### config.mk
export PLATFORM = sky130hd
export DESIGN_NAME = spcs_serial_port_control
export DESIGN_NICKNAME = d
export VERILOG_FILES = /design/src/spcs_pkg.sv /design/src/spcs_rx_buffer.sv /design/src/spcs_serial_port_control.sv
export VERILOG_INCLUDE_DIRS = /design/src
export SDC_FILE = /design/constraint.sdc
export NUM_CORES = 1
export LEC_CHECK = 0
export ABC_AREA = 1
export BUFFER_PORTS_ARGS = -buffer_cell sky130_fd_sc_hd__buf_2
export CAP_MARGIN = 20
export CORE_MARGIN = 2
export CORE_UTILIZATION = 50
export DETAILED_ROUTE_END_ITERATION = 10
export PLACE_DENSITY = 0.71
export SYNTH_ARGS = -nofsm -noshare
export SYNTH_HDL_FRONTEND = slang
export SYNTH_HIERARCHICAL = 1
export SYNTH_SLANG_ARGS = --single-unit
### constraint.sdc
create_clock -name clk_sys -period 3.5 [get_ports clk_sys]
set_clock_uncertainty 0.2 [all_clocks]
set_input_delay 0.35 -clock clk_sys [delete_from_list [all_inputs] [get_ports clk_sys]]
set_output_delay 0.35 -clock clk_sys [all_outputs]
set_load 0.03 [all_outputs]
### src/spcs_defines.svh
`ifndef SPCS_DEFINES_SVH
`define SPCS_DEFINES_SVH

// ----------------------------------------------------------------
// control register layout
// ----------------------------------------------------------------
`define SPCS_CTRL_RST   8'h00
`define SPCS_B_MODE_HI  7
`define SPCS_B_MODE_LO  6
`define SPCS_B_MP       5
`define SPCS_B_REN      4
`define SPCS_B_TX_NINE  3
`define SPCS_B_RX_NINE  2
`define SPCS_B_TX_DONE  1
`define SPCS_B_RX_DONE  0

// ----------------------------------------------------------------
// timing counts
// ----------------------------------------------------------------
`define SPCS_M0_DIV_LAST  3'h5
`define SPCS_M0_SCLK_HI   3'h3
`define SPCS_M0_BIT_LAST  4'h7
`define SPCS_OS_MID       4'h7
`define SPCS_OS_END       4'hF
`define SPCS_TX_NB8       4'h9
`define SPCS_TX_NB9       4'hA
`define SPCS_RX_LAST8     4'h7
`define SPCS_RX_LAST9     4'h8

`endif

### src/spcs_pkg.sv
package spcs_pkg;

    // ------------------------------------------------------------
    // modes and receiver states
    // ------------------------------------------------------------
    typedef enum logic [1:0] {
        SPCS_M_SHIFT = 2'b00,
        SPCS_M_UART8 = 2'b01,
        SPCS_M_FIX9  = 2'b10,
        SPCS_M_VAR9  = 2'b11
    } spcs_mode_t;

    typedef enum logic [1:0] {
        SPCS_RX_IDLE  = 2'b00,
        SPCS_RX_START = 2'b01,
        SPCS_RX_DATA  = 2'b10,
        SPCS_RX_STOP  = 2'b11
    } spcs_rx_st_t;

    // ------------------------------------------------------------
    // state records
    // ------------------------------------------------------------
    typedef struct packed {
        spcs_mode_t  mode;
        logic        mp;
        logic        ren;
        logic        tx_nine;
        logic        rx_nine;
        logic        tx_done;
        logic        rx_done;
        logic        fe;
        logic [7:0]  rdata;
        logic        half;
        logic        rxd_prev;
        logic        tx_busy;
        logic [10:0] tx_sh;
        logic [3:0]  tx_cnt;
        logic [3:0]  tx_sub;
        logic        txd;
        spcs_rx_st_t rx_st;
        logic [3:0]  rx_sub;
        logic [3:0]  rx_cnt;
        logic [8:0]  rx_sh;
        logic        push;
        logic [7:0]  push_data;
        logic        m0_busy;
        logic        m0_rx;
        logic [2:0]  m0_div;
        logic [3:0]  m0_cnt;
        logic [7:0]  m0_sh;
        logic        m0_oe;
    } spcs_state_t;

    typedef struct packed {
        logic       out_valid;
        logic [7:0] out_data;
        logic       skid_valid;
        logic [7:0] skid_data;
    } spcs_buf_t;

endpackage

### src/spcs_rx_buffer.sv
`timescale 1ns/1ps
// two-entry buffer: output register plus one skid entry
module spcs_rx_buffer #(
    parameter int W = 8
) (
    // clock and reset
    input  wire logic         clk_sys,
    input  wire logic         rst,
    input  wire logic         ce,
    // fill side
    input  wire logic         in_valid,
    input  wire logic [W-1:0] in_data,
    output logic              in_ready,
    // drain side
    output logic              out_valid,
    output logic [W-1:0]      out_data,
    input  wire logic         out_ready
);
    import spcs_pkg::*;

    typedef struct packed {
        logic         out_valid;
        logic [W-1:0] out_data;
        logic         skid_valid;
        logic [W-1:0] skid_data;
    } spcs_fifo_t;

    spcs_fifo_t s_r;
    spcs_fifo_t s_nxt;

    // move skid forward when output frees, else catch input
    always_comb begin
        s_nxt = s_r;
        if (out_ready || !s_r.out_valid) begin
            if (s_r.skid_valid) begin
                s_nxt.out_valid  = 1'h1;
                s_nxt.out_data   = s_r.skid_data;
                s_nxt.skid_valid = 1'h0;
            end else begin
                s_nxt.out_valid = in_valid;
                s_nxt.out_data  = in_data;
            end
        end else if (in_valid && !s_r.skid_valid) begin
            s_nxt.skid_valid = 1'h1;
            s_nxt.skid_data  = in_data;
        end
    end

    // state register
    always_ff @(posedge clk_sys) begin
        if (rst) begin
            s_r <= '0;
        end else if (ce) begin
            s_r <= s_nxt;
        end
    end

    assign in_ready  = !s_r.skid_valid; // full when skid holds a word
    assign out_valid = s_r.out_valid;
    assign out_data  = s_r.out_data;

endmodule // spcs_rx_buffer

### src/spcs_serial_port_control.sv
`timescale 1ns/1ps
`include "spcs_defines.svh"

// Operation
// - nine-bit filter drops frames with ninth zero
// - eight-bit filter drops frames without stop
// - reception starts only while receive enable set
// - nine-bit frames send software ninth bit
// - nine-bit frames store received ninth bit
// - eight-bit mode stores received stop bit
// - shift mode leaves received ninth untouched
// - transmit done at stop start or bit8
// - transmit done cleared only by software
// - bit seven shows mode or framing error
// - framing error sticky until software clears
// - start conditions for transmit and receive
// - uart frame: start, data lsb first, ninth in nine-bit modes, stop
module spcs_serial_port_control (
    // clock and reset
    input  wire logic       clk_sys,
    input  wire logic       rst,
    input  wire logic       ce,
    // control register access
    input  wire logic       ctrl_wr,
    input  wire logic [7:0] ctrl_wdata,
    output logic [7:0]      ctrl_rdata,
    input  wire logic       fe_view_select,
    input  wire logic       baud_doubler,
    // transmit data
    input  wire logic       txbuf_wr,
    input  wire logic [7:0] txbuf_wdata,
    output logic            tx_busy,
    // received data stream
    output logic            rx_valid,
    output logic [7:0]      rx_data,
    input  wire logic       rx_ready,
    // baud source for variable modes, 16x bit rate
    input  wire logic       baud_tick,
    // serial pins
    input  wire logic       rxd_in,
    output logic            rxd_out,
    output logic            rxd_oe,
    output logic            txd_out
);
    import spcs_pkg::*;

    spcs_state_t s_r;
    spcs_state_t s_nxt;
    logic        buf_ready;
    logic        tick;
    logic        tx_end;
    logic        rx_hit;
    logic        rx_accept;
    logic [3:0]  tx_nb;

    // ------------------------------------------------------------
    // bit rate and event helpers
    // ------------------------------------------------------------
    // rate by mode
    assign tick = (s_r.mode == SPCS_M_FIX9) ? (baud_doubler | s_r.half)
                                            : baud_tick;
    assign tx_nb  = s_r.mode[1] ? `SPCS_TX_NB9 : `SPCS_TX_NB8;
    assign tx_end = s_r.tx_busy && (s_r.mode != SPCS_M_SHIFT) && tick &&
                    (s_r.tx_sub == `SPCS_OS_END);
    assign rx_hit = (s_r.rx_st == SPCS_RX_STOP) && tick &&
                    (s_r.rx_sub == `SPCS_OS_END);
    assign rx_accept = (s_r.mode == SPCS_M_UART8) ? !(s_r.mp && !rxd_in)
                                                  : !(s_r.mp && !s_r.rx_sh[8]);

    // ------------------------------------------------------------
    // next state
    // ------------------------------------------------------------
    always_comb begin
        s_nxt          = s_r;
        s_nxt.half     = ~s_r.half;
        s_nxt.rxd_prev = rxd_in;
        s_nxt.push     = 1'h0;
        // software write, hardware sets below win over clears
        if (ctrl_wr) begin
            if (fe_view_select) begin
                s_nxt.fe = ctrl_wdata[`SPCS_B_MODE_HI];
            end else begin
                s_nxt.mode[1] = ctrl_wdata[`SPCS_B_MODE_HI];
            end
            s_nxt.mode[0] = ctrl_wdata[`SPCS_B_MODE_LO];
            s_nxt.mp      = ctrl_wdata[`SPCS_B_MP];
            s_nxt.ren     = ctrl_wdata[`SPCS_B_REN];
            s_nxt.tx_nine = ctrl_wdata[`SPCS_B_TX_NINE];
            s_nxt.rx_nine = ctrl_wdata[`SPCS_B_RX_NINE];
            s_nxt.tx_done = ctrl_wdata[`SPCS_B_TX_DONE];
            s_nxt.rx_done = ctrl_wdata[`SPCS_B_RX_DONE];
        end
        // shift-register mode engine
        if (s_r.mode == SPCS_M_SHIFT) begin
            if (!s_r.m0_busy) begin
                if (txbuf_wr) begin
                    s_nxt.m0_busy = 1'h1;
                    s_nxt.m0_rx   = 1'h0;
                    s_nxt.tx_busy = 1'h1;
                    s_nxt.m0_sh   = txbuf_wdata;
                    s_nxt.m0_div  = 3'h0;
                    s_nxt.m0_cnt  = 4'h0;
                end else if (s_r.ren && !s_r.rx_done && buf_ready) begin
                    s_nxt.m0_busy = 1'h1;
                    s_nxt.m0_rx   = 1'h1;
                    s_nxt.m0_div  = 3'h0;
                    s_nxt.m0_cnt  = 4'h0;
                end
            end else begin
                s_nxt.m0_div = s_r.m0_div + 3'h1;
                if (s_r.m0_rx && s_r.m0_div == `SPCS_M0_SCLK_HI) begin
                    s_nxt.m0_sh = {rxd_in, s_r.m0_sh[7:1]};
                end
                if (s_r.m0_div == `SPCS_M0_DIV_LAST) begin
                    s_nxt.m0_div = 3'h0;
                    s_nxt.m0_cnt = s_r.m0_cnt + 4'h1;
                    if (!s_r.m0_rx) begin
                        s_nxt.m0_sh = {1'h1, s_r.m0_sh[7:1]};
                    end
                    if (s_r.m0_cnt == `SPCS_M0_BIT_LAST) begin
                        s_nxt.m0_busy = 1'h0;
                        if (s_r.m0_rx) begin
                            s_nxt.rx_done   = 1'h1;
                            s_nxt.push      = 1'h1;
                            s_nxt.push_data = s_r.m0_sh;
                        end else begin
                            s_nxt.tx_done = 1'h1;
                            s_nxt.tx_busy = 1'h0;
                        end
                    end
                end
            end
        end else begin
            // uart transmitter
            if (!s_r.tx_busy && txbuf_wr) begin
                s_nxt.tx_busy = 1'h1;
                s_nxt.tx_sh   = {1'h1, (s_r.mode[1] ? s_nxt.tx_nine : 1'h1),
                                 txbuf_wdata, 1'h0};
                s_nxt.tx_cnt  = 4'h0;
                s_nxt.tx_sub  = 4'h0;
            end else if (s_r.tx_busy && tick) begin
                s_nxt.tx_sub = s_r.tx_sub + 4'h1;
                if (tx_end) begin
                    s_nxt.tx_sh  = {1'h1, s_r.tx_sh[10:1]};
                    s_nxt.tx_cnt = s_r.tx_cnt + 4'h1;
                    if (s_r.tx_cnt + 4'h1 == tx_nb) begin
                        s_nxt.tx_done = 1'h1;
                    end
                    if (s_r.tx_cnt == tx_nb) begin
                        s_nxt.tx_busy = 1'h0;
                    end
                end
            end
            // uart receiver
            unique case (s_r.rx_st)
                SPCS_RX_IDLE: begin
                    if (s_r.ren && buf_ready && s_r.rxd_prev && !rxd_in) begin
                        s_nxt.rx_st  = SPCS_RX_START;
                        s_nxt.rx_sub = 4'h0;
                    end
                end
                SPCS_RX_START: begin
                    if (tick) begin
                        s_nxt.rx_sub = s_r.rx_sub + 4'h1;
                        if (s_r.rx_sub == `SPCS_OS_MID) begin
                            s_nxt.rx_st  = rxd_in ? SPCS_RX_IDLE
                                                  : SPCS_RX_DATA;
                            s_nxt.rx_sub = 4'h0;
                            s_nxt.rx_cnt = 4'h0;
                        end
                    end
                end
                SPCS_RX_DATA: begin
                    if (tick) begin
                        s_nxt.rx_sub = s_r.rx_sub + 4'h1;
                        if (s_r.rx_sub == `SPCS_OS_END) begin
                            s_nxt.rx_sh  = {rxd_in, s_r.rx_sh[8:1]};
                            s_nxt.rx_cnt = s_r.rx_cnt + 4'h1;
                            if (s_r.rx_cnt == (s_r.mode[1] ? `SPCS_RX_LAST9
                                                          : `SPCS_RX_LAST8)) begin
                                s_nxt.rx_st = SPCS_RX_STOP;
                            end
                        end
                    end
                end
                SPCS_RX_STOP: begin
                    if (tick) begin
                        s_nxt.rx_sub = s_r.rx_sub + 4'h1;
                    end
                    if (rx_hit) begin
                        s_nxt.rx_st = SPCS_RX_IDLE;
                        if (!rxd_in) begin
                            s_nxt.fe = 1'h1;
                        end
                        if (rx_accept) begin
                            s_nxt.rx_done = 1'h1;
                            s_nxt.push    = 1'h1;
                            s_nxt.rx_nine = (s_r.mode == SPCS_M_UART8)
                                         ? rxd_in : s_r.rx_sh[8];
                            s_nxt.push_data = s_r.mode[1] ? s_r.rx_sh[7:0]
                                                          : s_r.rx_sh[8:1];
                        end
                    end
                end
            endcase
        end
        // pin images and read-back
        s_nxt.m0_oe = s_nxt.m0_busy && !s_nxt.m0_rx;
        if (s_nxt.mode == SPCS_M_SHIFT) begin
            s_nxt.txd = !(s_nxt.m0_busy && (s_nxt.m0_div < `SPCS_M0_SCLK_HI));
        end else begin
            s_nxt.txd = s_nxt.tx_busy ? s_nxt.tx_sh[0] : 1'h1;
        end
        s_nxt.rdata = {(fe_view_select ? s_nxt.fe : s_nxt.mode[1]),
                       s_nxt.mode[0], s_nxt.mp, s_nxt.ren, s_nxt.tx_nine,
                       s_nxt.rx_nine, s_nxt.tx_done, s_nxt.rx_done};
    end

    // state register, frozen while ce is low
    always_ff @(posedge clk_sys) begin
        if (rst) begin
            s_r          <= '0;
            s_r.rxd_prev <= 1'h1;
            s_r.txd      <= 1'h1;
            s_r.rdata    <= `SPCS_CTRL_RST;
        end else if (ce) begin
            s_r <= s_nxt;
        end
    end

    // ------------------------------------------------------------
    // receive buffer
    // ------------------------------------------------------------
    spcs_rx_buffer #(
        .W (8)
    ) u_rx_buffer (
        .clk_sys   (clk_sys),
        .rst       (rst),
        .ce        (ce),
        .in_valid  (s_r.push),
        .in_data   (s_r.push_data),
        .in_ready  (buf_ready),
        .out_valid (rx_valid),
        .out_data  (rx_data),
        .out_ready (rx_ready)
    );

    // outputs straight from flops
    assign ctrl_rdata = s_r.rdata;
    assign tx_busy    = s_r.tx_busy;
    assign rxd_out    = s_r.m0_sh[0];
    assign rxd_oe     = s_r.m0_oe;
    assign txd_out    = s_r.txd;
endmodule // spcs_serial_port_control

==> flow_summary.json <==
{
  "slew_headroom": 0.348,
  "drt-total-wl_um": 12000,
  "highest_layer": "met4",
  "grt_pass1_wl_um": 20700,
  "synth_edf_count": 0,
  "routed_via_density": 5.20,
  "synth_cell_types": 35,
  "combPwrFrac": 0.122,
  "min-delay-path-class": "in2reg",
  "seqPwrFrac": 0.523,
  "crit_fanout": 20,
  "met2_wirelength_um": 5420,
  "coreArea_mm2": 0.0101,
  "std_cell_rows": 37,
  "port_buffers": 46,
  "ys_seq_area_frac": 0.378,
  "ir_drop_v": 0.000208,
  "nets": 824,
  "ys_top_cells_by_area": "dfxtp_1 (38%), nand2_1 (15%), a21oi_1 (6.9%)",
  "cts_buffer_depth": 2,
  "syn_nets": 803,
  "yosys_warnings": 6,
  "dr.pass1.iters": 5,
  "ant_nets": 0,
  "setup_viol": 0,
  "netlist_instances": 771,
  "routedWlPerCell_um": 12.9,
  "hpwl_um": 9000,
  "power_mw": 2.25,
  "power.leakage_nw": 2.45,
  "antenna-diode-count": 0,
  "synth-seq-cells": 97,
  "power_switching_share": 0.278,
  "final_hold_viol_count": 0,
  "drt-initial-drc-count": 353,
  "crit_type": "reg2reg",
  "die_h_um": 105,
  "pwr-share-clk": 0.355,
  "start_util": 0.507,
  "max_freq_mhz": 399,
  "wl_met1_um": 5630,
  "fin_crit_sh": 0.716,
  "grtUsageTotal": 0.230,
  "io-pin-count": 47,
  "cts.sinks": 97,
  "yosysTopAreaCellShare": 0.378,
  "cts_tree": "built",
  "clockRootBuffer": "clkbuf_8",
  "drv_slew": 0,
  "syn2layout_area_growth_pct": 7.83,
  "dp.cells": 917,
  "fp.dieArea_mm2": 0.0111,
  "grt_max_degree": 38,
  "clkTransAtPathRegs_ns": 0.10,
  "final_util": 0.547,
  "synth_top_flop_cell": "dfxtp_1",
  "wl_met3_um": 719,
  "p_switching_mw": 0.625,
  "grt-ovfl-total": 0,
  "drc_errors": 0,
  "syn_area_mm2": 0.00514,
  "stdcell_count": 933,
  "maxCapViolCount": 0,
  "antenna_found_initial": 0,
  "min_period_ns": 2.50,
  "synth_area_leader_cell": "dfxtp_1",
  "drive_gt1_frac": 0.130,
  "cp_data_arrival_time_ns": 2.56,
  "async_flop_share": 0,
  "placed_area_mm2": 0.00532,
  "cts-resized-gates": 0,
  "power.internal_mw": 1.62,
  "clk_latency_ns": 0.38,
  "status": "complete, no violations",
  "syn_area_per_cell_um2": 6.67,
  "vias": 4849,
  "cts_setup_buffers": 0,
  "htreeDepth": 3,
  "tns_ns": 0,
  "worst_slew_pin_slew_ns": 0.977,
  "worstPathRequired_ns": 3.55,
  "die_width_um": 105,
  "ctsHoldBuffers": 0,
  "power.density_mw_per_mm2": 405,
  "crit_path_end_kind": "flop",
  "grt_pass1_vias": 4466,
  "final_common_cell": "nand2_1",
  "design_area_mm2": 0.00555,
  "start_kind": "flop",
  "rsz0062_at_grt": "no",
  "gp_congestion": 0.951,
  "final_cell_mix": "nand2_1 (207), dfxtp_1 (97), nor2_1 (84)",
  "cts_buffers": 9
}
[sequential cells by signal, summed over array words and instances (netlist names)]
name                   cells
s_r                       68
ctrl_rdata                 7
tx_busy                    1
txd_out                    1
u_rx_buffer/out_valid      1
rxd_oe                     1
rxd_out                    1
u_rx_buffer/out_data       8
u_rx_buffer/s_r            9
[synth_stat cells, types with 2 or more instances]
master    number
a21oi_1       71
a31oi_1        2
buf_2          7
buf_4         16
buf_6          4
clkbuf_1      13
dfxtp_1       97
ha_1           6
inv_1         76
inv_2         11
mux2i_1        7
nand2_1      207
nand2_2        4
nand2_4        3
nand3_1       30
nand3b_1       2
nand4_1        5
nor2_1        84
nor2_2         5
nor2_4         7
nor3_1         8
o211ai_1       4
o21ai_0       65
o21ai_1       14
o21ai_2        2
o22ai_1        6
xor2_1         7
[metal layers]
layer,global-route usage,vias up
li1,-,2497
met1,0.307,2201
met2,0.365,133
met3,0.0371,18
met4,0.104,0
met5,0,-
[final timing paths]
path                   end  cells past startpoint  slack [ns]           from
max reg2reg        s_r[64]                      9         1.0        s_r[85]
min reg2reg        s_r[57]                      2        0.25        s_r[57]
max                s_r[64]                      9         1.0        s_r[85]
min          ctrl_rdata[5]                      3        0.04  ctrl_wdata[5]
[critical path: stages (launching register included)]
cell     delay [ns]
dfxtp_1        0.54
inv_2          0.12
nor2_2         0.11
nand2_1        0.09
nand2_4        0.10
nand3_1        0.31
nand2_1        0.19
nand2_1        0.37
o21ai_0        0.29
a21oi_1        0.06
[per-stage QoR]
step / worst slack (ns) / hold WS [ns]
after floorplan: 1.81 / 0.225
after global placement: 1.14 / 0.234
after detailed placement: 1.01 / 0.241
after CTS: 1.01 / 0.0307
after global routing: 0.682 / 0.0516
final: 0.995 / 0.0403
[layout make-up]
class,instances,area (µm²)
inverters,89,337
multi-input cells,545,2620
clock buffers,12,165
flip-flops and latches,97,1940
clock inverters,4,56.3
well taps,136,170
repair buffers,50,260
fillers,1002,4590
[kinds of logic (layout without fill, tap and decap cells)]
family,Yosys count,count (layout),synth area share
buffers and inverters,129,155,0.114
DFF,97,97,0.378
muxes,8,8,0.0158
xor gates and xnor gates,7,7,0.0119
and+or+nand+nor,358,358,0.298
AOI/OAI and AO/OA,166,166,0.169
adders and majority gates,6,6,0.0146
[power by group through the flow]
stage	sequential (mW)	combinational, mW	clock (mW)
after CTS	1.17	0.273	0.819
after floorplan	1.19	0.206	0
after global placement	1.20	0.268	0
final	1.18	0.274	0.796
after global routing	1.18	0.309	0.867
after detailed placement	1.20	0.272	0
Power figures use the tool's default switching activity.
